## src/hwpf_defines.vh

```
`ifndef HWPF_DEFINES_VH
`define HWPF_DEFINES_VH
`define HWPF_ADDR_W      32
`define HWPF_LINE_BIT    6
`define HWPF_SECTOR_BIT  6
`define HWPF_TRIG_DIST   512
`define HWPF_FWD_N       16
`define HWPF_BWD_N       4
`define HWPF_REQ_STREAM  2'h0
`define HWPF_REQ_ADJ     2'h1
`define HWPF_REQ_L1LA    2'h2
`define HWPF_QHIGH       4'hC
`endif

```

## src/hwpf_engine.v

```verilog
// What this block does
// RULE1: streams start only after two misses within trigger distance
// RULE2: trigger distance is build parameter, 512 or 256 bytes
// RULE3: track up to 16 ascending and 4 descending streams
// RULE4: stream prefetches go memory to second-level cache
// RULE5: every miss also requests the neighbouring 64-byte line; code skips misses seen while the bus queue is busy
// RULE6: neighbour is the missed line with 64-byte bit inverted
// RULE7: look-ahead fetches next line from L2 into L1
// RULE8: prefetch requests lose to demand misses at bus queue
// RULE9: prefetches dropped when bus queue heavily occupied
// RULE10: store ownership reads treated exactly as load misses
// RULE11: software prefetch hints treated as loads
`timescale 1ns/1ps
`include "hwpf_defines.vh"
module hwpf_engine #(
    parameter TRIG_DIST = `HWPF_TRIG_DIST
) (
    input  wire        clk_sys_in,
    input  wire        rstn_in,
    input  wire        load_miss_in,
    input  wire        rfo_miss_in,
    input  wire        swpf_in,
    input  wire [31:0] miss_addr_in,
    input  wire        l1_access_in,
    input  wire [31:0] l1_addr_in,
    input  wire        demand_req_in,
    input  wire [3:0]  bus_q_level_in,
    input  wire        bus_ready_in,
    input  wire        l2_ready_in,
    output wire        bus_valid_out,
    output reg  [31:0] bus_addr_out,
    output reg  [1:0]  bus_kind_out,
    output reg         bus_to_l2_out,
    output wire        l1_pf_valid_out,
    output reg  [31:0] l1_pf_addr_out,
    output reg  [7:0]  drop_count_out
);
    // ****************
    // line helpers
    // ****************
    function [25:0] line_of;
        input [31:0] a;
        begin
            line_of = a[31:`HWPF_LINE_BIT];
        end
    endfunction

    function [25:0] pair_of;
        input [25:0] l;
        begin
            pair_of = {l[25:1], ~l[0]};
        end
    endfunction

    function [31:0] base_of;
        input [25:0] l;
        begin
            base_of = {l, {`HWPF_LINE_BIT{1'b0}}};
        end
    endfunction

    // ****************
    // trigger qualification
    // ****************
    wire miss = load_miss_in | rfo_miss_in | swpf_in; // RULE10 RULE11
    wire [25:0] line = line_of(miss_addr_in);
    reg  [25:0] prev_line;
    reg         prev_valid;
    wire        fwd_hit;
    wire        bwd_hit;
    wire [25:0] fwd_next;
    wire [25:0] bwd_next;

    hwpf_stream_table #(
        .N(`HWPF_FWD_N), .IDX_W(4), .DIR_UP(1), .DIST(TRIG_DIST) // RULE2 RULE3
    ) u_fwd (
        .clk_sys_in    (clk_sys_in),
        .rstn_in       (rstn_in),
        .miss_in       (miss),
        .line_in       (line),
        .prev_line_in  (prev_line),
        .prev_valid_in (prev_valid),
        .hit_out       (fwd_hit),
        .next_line_out (fwd_next)
    );

    hwpf_stream_table #(
        .N(`HWPF_BWD_N), .IDX_W(2), .DIR_UP(0), .DIST(TRIG_DIST) // RULE2 RULE3
    ) u_bwd (
        .clk_sys_in    (clk_sys_in),
        .rstn_in       (rstn_in),
        .miss_in       (miss),
        .line_in       (line),
        .prev_line_in  (prev_line),
        .prev_valid_in (prev_valid),
        .hit_out       (bwd_hit),
        .next_line_out (bwd_next)
    );

    always @(posedge clk_sys_in or negedge rstn_in) begin
        if (!rstn_in) begin
            prev_line  <= 26'h0;
            prev_valid <= 1'b0;
        end else if (miss) begin
            prev_line  <= line;
            prev_valid <= 1'b1;
        end
    end

    // ****************
    // pending prefetch slots
    // ****************
    // single slot per kind; a newer candidate overwrites, old one lost without being counted as dropped
    reg        st_pend;
    reg [25:0] st_line;
    reg        adj_pend;
    reg [25:0] adj_line;
    wire q_busy  = bus_q_level_in >= `HWPF_QHIGH;
    wire pf_gnt  = bus_ready_in && !demand_req_in; // RULE8
    wire send_st = pf_gnt && st_pend;
    wire send_adj = pf_gnt && !st_pend && adj_pend;
    wire drop_all = q_busy && (st_pend || adj_pend); // RULE9

    assign bus_valid_out = (st_pend || adj_pend) && !demand_req_in && !q_busy; // RULE8

    reg        next_st_pend;
    reg [25:0] next_st_line;
    reg        next_adj_pend;
    reg [25:0] next_adj_line;
    reg [7:0]  next_drop_count;

    always @* begin
        next_st_pend    = st_pend;
        next_st_line    = st_line;
        next_adj_pend   = adj_pend;
        next_adj_line   = adj_line;
        next_drop_count = drop_count_out;
        if (drop_all) begin
            next_st_pend    = 1'b0; // RULE9
            next_adj_pend   = 1'b0;
            next_drop_count = drop_count_out + 8'h01;
        end else begin
            if (send_st)
                next_st_pend = 1'b0;
            if (send_adj)
                next_adj_pend = 1'b0;
        end
        // a fresh miss wins over a same-cycle send of the older candidate
        if (miss && !q_busy) begin
            next_adj_pend = 1'b1;
            next_adj_line = pair_of(line); // RULE5 RULE6
            if (fwd_hit || bwd_hit) begin
                next_st_pend = 1'b1;
                next_st_line = fwd_hit ? fwd_next : bwd_next;
            end
        end
    end

    always @(posedge clk_sys_in or negedge rstn_in) begin
        if (!rstn_in) begin
            st_pend        <= 1'b0;
            st_line        <= 26'h0;
            adj_pend       <= 1'b0;
            adj_line       <= 26'h0;
            drop_count_out <= 8'h00;
        end else begin
            st_pend        <= next_st_pend;
            st_line        <= next_st_line;
            adj_pend       <= next_adj_pend;
            adj_line       <= next_adj_line;
            drop_count_out <= next_drop_count;
        end
    end

    // ****************
    // bus presentation
    // ****************
    // address staged from flops; the bus must not accept on the first valid cycle
    always @(posedge clk_sys_in or negedge rstn_in) begin
        if (!rstn_in) begin
            bus_addr_out  <= 32'h0;
            bus_kind_out  <= `HWPF_REQ_STREAM;
            bus_to_l2_out <= 1'b1;
        end else begin
            if (st_pend) begin
                bus_addr_out <= base_of(st_line);
                bus_kind_out <= `HWPF_REQ_STREAM;
            end else begin
                bus_addr_out <= base_of(adj_line);
                bus_kind_out <= `HWPF_REQ_ADJ;
            end
            bus_to_l2_out <= 1'b1; // RULE4
        end
    end

    // ****************
    // L2 to L1 look-ahead
    // ****************
    reg        l1_pend;
    reg        next_l1_pend;
    reg [31:0] next_l1_addr;
    assign l1_pf_valid_out = l1_pend;

    // newer access replaces an unaccepted look-ahead; only the latest line pays off
    always @* begin
        next_l1_pend = l1_pend;
        next_l1_addr = l1_pf_addr_out;
        if (l1_access_in) begin
            next_l1_pend = 1'b1; // RULE7
            next_l1_addr = base_of(line_of(l1_addr_in) + 26'h1);
        end else if (l2_ready_in) begin
            next_l1_pend = 1'b0;
        end
    end

    always @(posedge clk_sys_in or negedge rstn_in) begin
        if (!rstn_in) begin
            l1_pend        <= 1'b0;
            l1_pf_addr_out <= 32'h0;
        end else begin
            l1_pend        <= next_l1_pend;
            l1_pf_addr_out <= next_l1_addr;
        end
    end
endmodule

```

## src/hwpf_stream_table.v

```verilog
`timescale 1ns/1ps
`include "hwpf_defines.vh"
// one direction of stream tracking; entries hold the last line address
module hwpf_stream_table #(
    parameter N      = 16,
    parameter IDX_W  = 4,
    parameter DIR_UP = 1,
    parameter DIST   = 512
) (
    input  wire        clk_sys_in,
    input  wire        rstn_in,
    input  wire        miss_in,
    input  wire [25:0] line_in,
    input  wire [25:0] prev_line_in,
    input  wire        prev_valid_in,
    output wire        hit_out,
    output wire [25:0] next_line_out
);
    localparam [25:0] DIST_LINES = DIST >> `HWPF_LINE_BIT;
    reg  [25:0]    last [0:N-1];
    reg  [N-1:0]   vld;
    reg  [IDX_W-1:0] rr;
    reg  [N-1:0]   match;
    integer i;
    integer j;

    // within trigger distance in this direction
    function near;
        input [25:0] a;
        input [25:0] b;
        begin
            if (DIR_UP != 0)
                near = (a > b) && ((a - b) <= DIST_LINES);
            else
                near = (a < b) && ((b - a) <= DIST_LINES);
        end
    endfunction

    always @* begin
        for (i = 0; i < N; i = i + 1)
            match[i] = vld[i] && near(line_in, last[i]);
    end

    assign hit_out       = miss_in && (|match);
    assign next_line_out = (DIR_UP != 0) ? line_in + 26'h1 : line_in - 26'h1;

    // ****************
    // allocation / advance
    // ****************
    always @(posedge clk_sys_in or negedge rstn_in) begin
        if (!rstn_in) begin
            vld <= {N{1'b0}};
            rr  <= {IDX_W{1'b0}};
        end else if (miss_in) begin
            if (|match) begin
                for (j = 0; j < N; j = j + 1)
                    if (match[j])
                        last[j] <= line_in;
            end else if (prev_valid_in && near(line_in, prev_line_in)) begin
                // second miss in range opens a stream; oldest slot replaced
                last[rr] <= line_in; // RULE1 RULE3
                vld[rr]  <= 1'b1;
                rr       <= rr + {{(IDX_W-1){1'b0}}, 1'b1};
            end
        end
    end
endmodule

```

## config.mk

```make
export PLATFORM = sky130hd
export DESIGN_NAME = hwpf_engine
export DESIGN_NICKNAME = d
export VERILOG_FILES = /design/src/hwpf_engine.v /design/src/hwpf_stream_table.v
export VERILOG_INCLUDE_DIRS = /design/src
export SDC_FILE = /design/constraint.sdc
export NUM_CORES = 2
export LEC_CHECK = 0
export BUFFER_PORTS_ARGS = -buffer_cell sky130_fd_sc_hd__buf_2
export CORE_ASPECT_RATIO = 0.7
export CORE_MARGIN = 2
export CORE_UTILIZATION = 59
export CTS_CLUSTER_SIZE = 8
export DETAILED_ROUTE_END_ITERATION = 16
export PLACE_DENSITY = 0.79
export SYNTH_ARGS = -nofsm -noshare
export SYNTH_HDL_FRONTEND = slang
export SYNTH_SLANG_ARGS = --single-unit
```

## constraint.sdc

```tcl
create_clock -name clk_sys_in -period 7.9 [get_ports clk_sys_in]
set_input_delay 1.58 -clock clk_sys_in [delete_from_list [all_inputs] [get_ports clk_sys_in]]
set_output_delay 1.58 -clock clk_sys_in [all_outputs]
set_load 0.01 [all_outputs]
```

Yosys cells after proc, flatten, opt, wreduce, memory -nomap -nowiden
Memory sizes are Yosys's and may differ from the RTL's.
Index checks and enable logic that the tools add are counted.

cells by class
  $lt $le $gt $ge = 49
  mux-type cells = 114
  reduce and logical (&&, ||, !) cells = 92
  add/sub/neg operators = 28
  bitwise gates (word level) = 7

operator list
  kind                   number
  $le 26x4->1 const B    22
  $sub 26x26->26         22
  $gt 26x26->1           17
  $lt 26x26->1           5
  $mux 1                 106
  $logic_and 1x1->1      78
  $mux 26                3
  $add 26x1->26 const B  2
  $reduce_or 26->1       2
  $mux 32                1
  $sub 26x1->26 const B  1
  $or 16x16->16          1
  $reduce_or 16->1       1
  $add 8x1->8 const B    1
  $reduce_and 3->1       2
  $lt 4x5->1 const B     1
  $add 4x1->4 const B    1
  $demux 1 s4            1
  $ge 4x1->1 const B     1
  $ge 4x4->1 const B     1
  $mux 4                 1
  $or 4x4->4             1
  $reduce_or 4->1        1
  $logic_not 1->1        3
  11 further kinds       15

word-level totals
  flip-flop bits (word level) = 175
  memories = 2
  word-level logic and storage cells = 307
  memory bits (writable) = 520

memory list
  name        depth  bits a word  rd ports  clocked after Yosys merged registers in  wr ports  RTL line                RTL
  u_fwd.last  16     26           16        0                                        16        hwpf_stream_table.v:20  reg [25:0] last [0:N-1];
  u_bwd.last  4      26           4         0                                        4         hwpf_stream_table.v:20

Longest topological paths before layout
An unclocked memory read counts as a cell.

  depth in word-level cells = 16
  depth in mapped cells = 32
  gate-level depth less buffers = 32

By module
Synthesis repeated with hierarchy kept, for this count alone.

second synthesis, totals
  cell total of the unflattened synthesis = 6866
  area total of the unflattened synthesis = 60174.0 um^2

by module, submodules not included
  module                      times used  cells each  sequential area each (um^2)  area each (um^2)
  hwpf_stream_table at u_fwd  1           4993        12992.5                      42066.6
  hwpf_stream_table at u_bwd  1           1395        3273.1                       11822.6
  hwpf_engine                 1           478         3578.4                       6284.8

Least setup slack after synthesis
No wires, ideal clock.

  kind = in2reg
  start point = in miss_addr_in[6]
  end point = reg st_line[25]
  setup slack = -1933 ps
  cell stages on the path = 31
  buffers on the path = 0
  arrival = 9711 ps
  setup time = 121 ps
  cell sequence = inv_1 > ha_1 > inv_1 > fa_1 > a211oi_1 > o211ai_1 > a31oi_1 > o21ai_0 > a21oi_1 > o21ai_0 > a31oi_1 > mux2i_1 > nor4_1 > or2_2 > nand4bb_2 > o21ai_0 > ha_1 > a211oi_1 > o21ai_0 > a31oi_1 > o21ai_0 > o21ai_0 > o21ai_0 > o41a_1 > a21oi_1 > o2111ai_1 > a41o_1 > a21oi_1 > xnor2_1 > mux2_2 > o22a_1

between the ends
  cells in the longest elaborated chain, start to end = 8

ends and longest elaborated chain
  item                                                        RTL line                                        RTL
  start: declaration                                          hwpf_engine.v:23                                input wire [31:0] miss_addr_in,
  $sub 26x26->26 (on tied branches)                           hwpf_stream_table.v:33, hwpf_stream_table.v:35
  $le 26x4->1 (on tied branches)                              hwpf_stream_table.v:33, hwpf_stream_table.v:35
  $logic_and 1x1->1 (on tied branches)                        hwpf_stream_table.v:33, hwpf_stream_table.v:35
  $logic_and 1x1->1                                           hwpf_stream_table.v:41                          match[i] = vld[i] && near(line_in, last[i]);
  $reduce_or 16->1 / $reduce_or 4->1 (equally long branches)  hwpf_stream_table.v:44                          assign hit_out = miss_in && (|match);
  $logic_and 1x1->1                                           hwpf_stream_table.v:44
  $logic_or 1x1->1                                            hwpf_engine.v:152                               if (fwd_hit || bwd_hit) begin
  $reduce_and 2->1 (no source line)                           --
  end signal: assignment                                      hwpf_engine.v:168                               st_line <= next_st_line;
  end: declaration                                            hwpf_engine.v:115                               reg [25:0] st_line;

Several ways; a longest one is shown, not always the timed one.
A chain may end at the register's enable or synchronous reset.

Final worst setup path
  start point = in miss_addr_in[14]
  end point = reg st_line[25]

Same word-level chain as after synthesis.

==> impl_metrics.py <==
metrics = {
    "timing": {
        "rsz0062_at_grt": "true",
        "hold_violations": 0,
        "fmax_mhz": 120,
        "layout_min_cycle_time_ns": 8.32,
        "timing.final.crit_share_pct": 105,
        "layout_setup_ws_ns": -0.418,
        "worst_pin_slew_ns": 1.27,
        "setup_violations": 4,
        "finalClockSkew_ns": 0.0426,
        "relSlewSlack_pct": 13.4,
        "slew_violations": 0,
    },
    "global_route": {
        "grt-ovfl-total": 0,
        "track_usage_pct": 44.2,
        "grt_max_degree": 85,
        "grt_pass1_wl_mm": 350,
        "grt_antenna_before_repair": 20,
        "grt_pass1_vias": 59300,
    },
    "die": {
        "die_width_microns": 382,
        "ios": 154,
        "rows": 97,
        "dieArea_sq_mm": 0.103,
        "die_y_microns": 269,
        "core_sq_mm": 0.0996,
        "start_util_pct": 59.2,
    },
    "detailed_routing": {
        "firstDrtPassIters": 8,
        "routed_wl_mm": 237,
        "drt-initial-drc-count": 9240,
        "wl_met3_mm": 36.2,
        "final_antenna_net_count": 0,
        "drc_errors": 0,
        "top_layer": "met5",
        "vias": 64200,
        "vias_per_cell": 6.45,
        "wl_per_cell_microns": 23.8,
        "routed-wl-met2_mm": 93.4,
        "wl_met1_mm": 96.9,
    },
    "worst_hold_path": {
        "holdPathEnd": "drop_count_out[7]",
        "hp-class": "flop to flop",
        "holdPathStages": 1,
        "min_from": "drop_count_out[7]",
    },
    "setup_path": {
        "ff2ff_setup_slack_ns": 0.37,
        "cpPeakStageDelay_ns": 0.63,
        "crit_slowest_cell": "or4_4",
        "cp.arrival_ns": 8.92,
        "crit_type": "primary input to flop",
        "crit_path_frequent_cell": "o21ai_2",
        "start_kind": "primary input",
        "r2r-start": "u_fwd.last[11][0]",
        "end_kind": "flop",
        "required_ns": 8.50,
        "r2r-end": "st_line[25]",
        "reg2reg_depth": 32,
        "cp_max_fo": 9,
    },
    "final_layout": {
        "multi_input_area_sq_mm": 0.0366,
        "drive_gt1_share_pct": 26.2,
        "register_area_sq_mm": 0.0198,
        "nets": 9236,
        "fin_util_pct": 78.2,
        "fill_cells": 6863,
        "syn_to_final_growth_pct": 31.9,
        "fin_cells": 9947,
    },
    "clock_network": {
        "cts_sinks": 689,
        "tritoncts.num_buffers": 96,
        "cts_tree": "done",
        "root_buffer": "clkbuf_16",
        "hold_buffers": 0,
        "clock_latency_ns": 0.73,
        "clock_path_buffers": 3,
        "path_clk_slew_ns": 0.05,
        "cts-htree-levels": 3,
    },
    "run_status": {
        "violations": "negative setup slack",
        "status": "finished, violations left",
    },
    "synthesis": {
        "yosysTopAreaCellShare_pct": 26.5,
        "synth_flop_cell": "edfxtp_1",
        "postSynthCellCount": 6768,
        "async_reset_ff_share_pct": 24.5,
        "syn_avg_cell_area_sq_um": 8.72,
        "netlist_area_sq_mm": 0.0590,
        "synth_area_leader_cell": "edfxtp_1",
        "synth_seq_area_share_pct": 33.6,
        "synth_edf_count": 520,
        "synth_cell_types": 96,
        "ys_ff_latch": 689,
        "yosys-top-cells-area": "edfxtp_1, ha_1, dfrtp_1",
        "yosys_warnings": 0,
    },
    "placement": {
        "post-dp-hpwl_mm": 178,
        "port-buffer-count": 125,
        "dp.cells": 9728,
        "gp_congestion": 1.05,
        "place_ws_ns": -1.62,
    },
    "pwr": {
        "clkPwrFrac_pct": 37.1,
        "internal_power_mw": 7.45,
        "seqPwrFrac_pct": 36.9,
        "ir_worst_vdd_v": 0.000190,
        "leakage_nw": 35.1,
        "swShare_pct": 31.6,
        "p_switching_mw": 3.45,
        "pwr-share-comb_pct": 26.1,
        "power_density_mw_per_mm2": 140,
    },
    "flow_run": {
        "drv_cap": 0,
    },
}
==> cell families after synthesis <==
| kind of cell | after synthesis | share of synthesized area (%) |
|---|---|---|
| compound gates | 2034 | 22.6 |
| xor+xnor | 227 | 3.37 |
| fa+ha+maj | 627 | 13.6 |
| buf+inv | 925 | 6.02 |
| flops | 689 | 33.6 |
| mux | 140 | 2.58 |
| other cells | 2 | 0.0127 |
| simple gates | 2124 | 18.2 |
==> final cells by class <==
class | instances | area share, %
well taps | 1336 | 2.15
flip-flops and latches | 689 | 25.5
multi-input cells | 5166 | 47.0
inverters | 719 | 3.47
repair buffers | 1860 | 18.4
clock buffers | 158 | 3.40
clock inverters | 7 | 0.167
diodes | 12 | 0.0385
==> Yosys cell counts (all sizes together), types with 152 or more instances <==
master / count
dfrtp: 169
ha: 605
nand4: 152
edfxtp: 520
clkbuf: 172
nand2b: 156
a21oi: 523
nor3: 163
inv: 719
o21ai: 457
nand3: 192
nand2: 466
nor2: 494
==> metrics by stage <==
step                      setup TNS (ns)  power, mW  cell area (sq um)  hold slack (ns)
final                             -0.923       10.9              77900            0.468
after global placement            -11.12       6.66              74000            0.453
after detailed placement          -14.25       6.73              74000            0.457
after global routing               -1.85       11.2              77900            0.492
after floorplan                   -0.471       5.45              59200            0.422
after CTS                         -0.654       10.7              77400            0.468
==> metal layers <==
metal	GRT usage, %	vias to the layer above
li1	-	28800
met1	62.8	30300
met2	61.6	4372
met4	15.7	16
met3	16.0	713
met5	0	-
==> worst max-delay path, delay by kind of cell <==
kind / cells / cell delay (ns)
multiplexers: 2 / 0.48
AND/OR/NAND/NOR: 4 / 1.12
AO/OA/AOI/OAI: 19 / 4.30
buffers and inverters: 3 / 0.72
adder cells (fa/ha/maj): 2 / 0.54
XOR/XNOR: 1 / 0.14
==> flip-flops by register name (all words and copies together), names as in the netlist <==
| signal | flops |
|---|---|
| adj_line | 26 |
| adj_pend | 1 |
| bus_addr_out | 26 |
| bus_kind_out | 1 |
| drop_count_out | 8 |
| l1_pf_addr_out | 26 |
| l1_pf_valid_out | 1 |
| prev_line | 26 |
| prev_valid | 1 |
| st_line | 26 |
| st_pend | 1 |
| u_bwd.last | 104 |
| u_bwd.rr | 2 |
| u_bwd.vld | 4 |
| u_fwd.last | 416 |
| u_fwd.rr | 4 |
| u_fwd.vld | 16 |
==> how the worst max path moves through the flow <==
stage                startpoint          end  slack [ns]  cells past startpoint
5_1_grt         miss_addr_in[6]  st_line[25]       -0.61                     34
3_3_place_gp    miss_addr_in[6]  st_line[25]       -1.31                     33
4_1_cts         miss_addr_in[6]  st_line[25]       -0.22                     35
2_1_floorplan   miss_addr_in[6]  st_line[25]       -0.37                     31
6_report       miss_addr_in[14]  st_line[25]       -0.42                     31
3_5_place_dp    miss_addr_in[6]  st_line[24]       -1.62                     36
==> cell usage in the layout (no fill, tap or decap), drive strengths merged, types with 32 or more instances in the layout <==
| cell type | n |
|---|---|
| a2111oi | 35 |
| a211oi | 75 |
| a21o | 144 |
| a21oi | 523 |
| a31oi | 94 |
| and2 | 40 |
| and3 | 63 |
| buf | 1858 |
| clkbuf | 160 |
| dfrtp | 169 |
| edfxtp | 520 |
| ha | 605 |
| inv | 721 |
| mux2 | 67 |
| mux2i | 73 |
| nand2 | 466 |
| nand2b | 156 |
| nand3 | 192 |
| nand3b | 36 |
| nand4 | 152 |
| nor2 | 494 |
| nor2b | 75 |
| nor3 | 163 |
| nor3b | 33 |
| nor4 | 74 |
| o2111ai | 44 |
| o211ai | 60 |
| o21a | 71 |
| o21ai | 457 |
| o21bai | 59 |
| o221ai | 36 |
| o22ai | 55 |
| o31ai | 37 |
| or2 | 42 |
| or3 | 35 |
| or4 | 32 |
| xnor2 | 148 |
| xor2 | 79 |
==> power by group through the flow <==
stage	Clock [mW]	Combinational [mW]	Sequential [mW]
final	4.04	2.84	4.02
after global routing	4.16	3.02	4.02
after global placement	0	2.58	4.08
after floorplan	0	1.36	4.09
after CTS	4.02	2.71	4.01
after detailed placement	0	2.65	4.08
==> repair_timing <==
action                                 CTS  global route
buffers inserted                        30            14
setup endpoints to repair               10            10
endpoints found under the hold margin    0             0
gates cloned                             1             1
gates resized for setup                 84            77
pin swaps                               69            66
No activity file was read; power rests on OpenSTA's default activity.
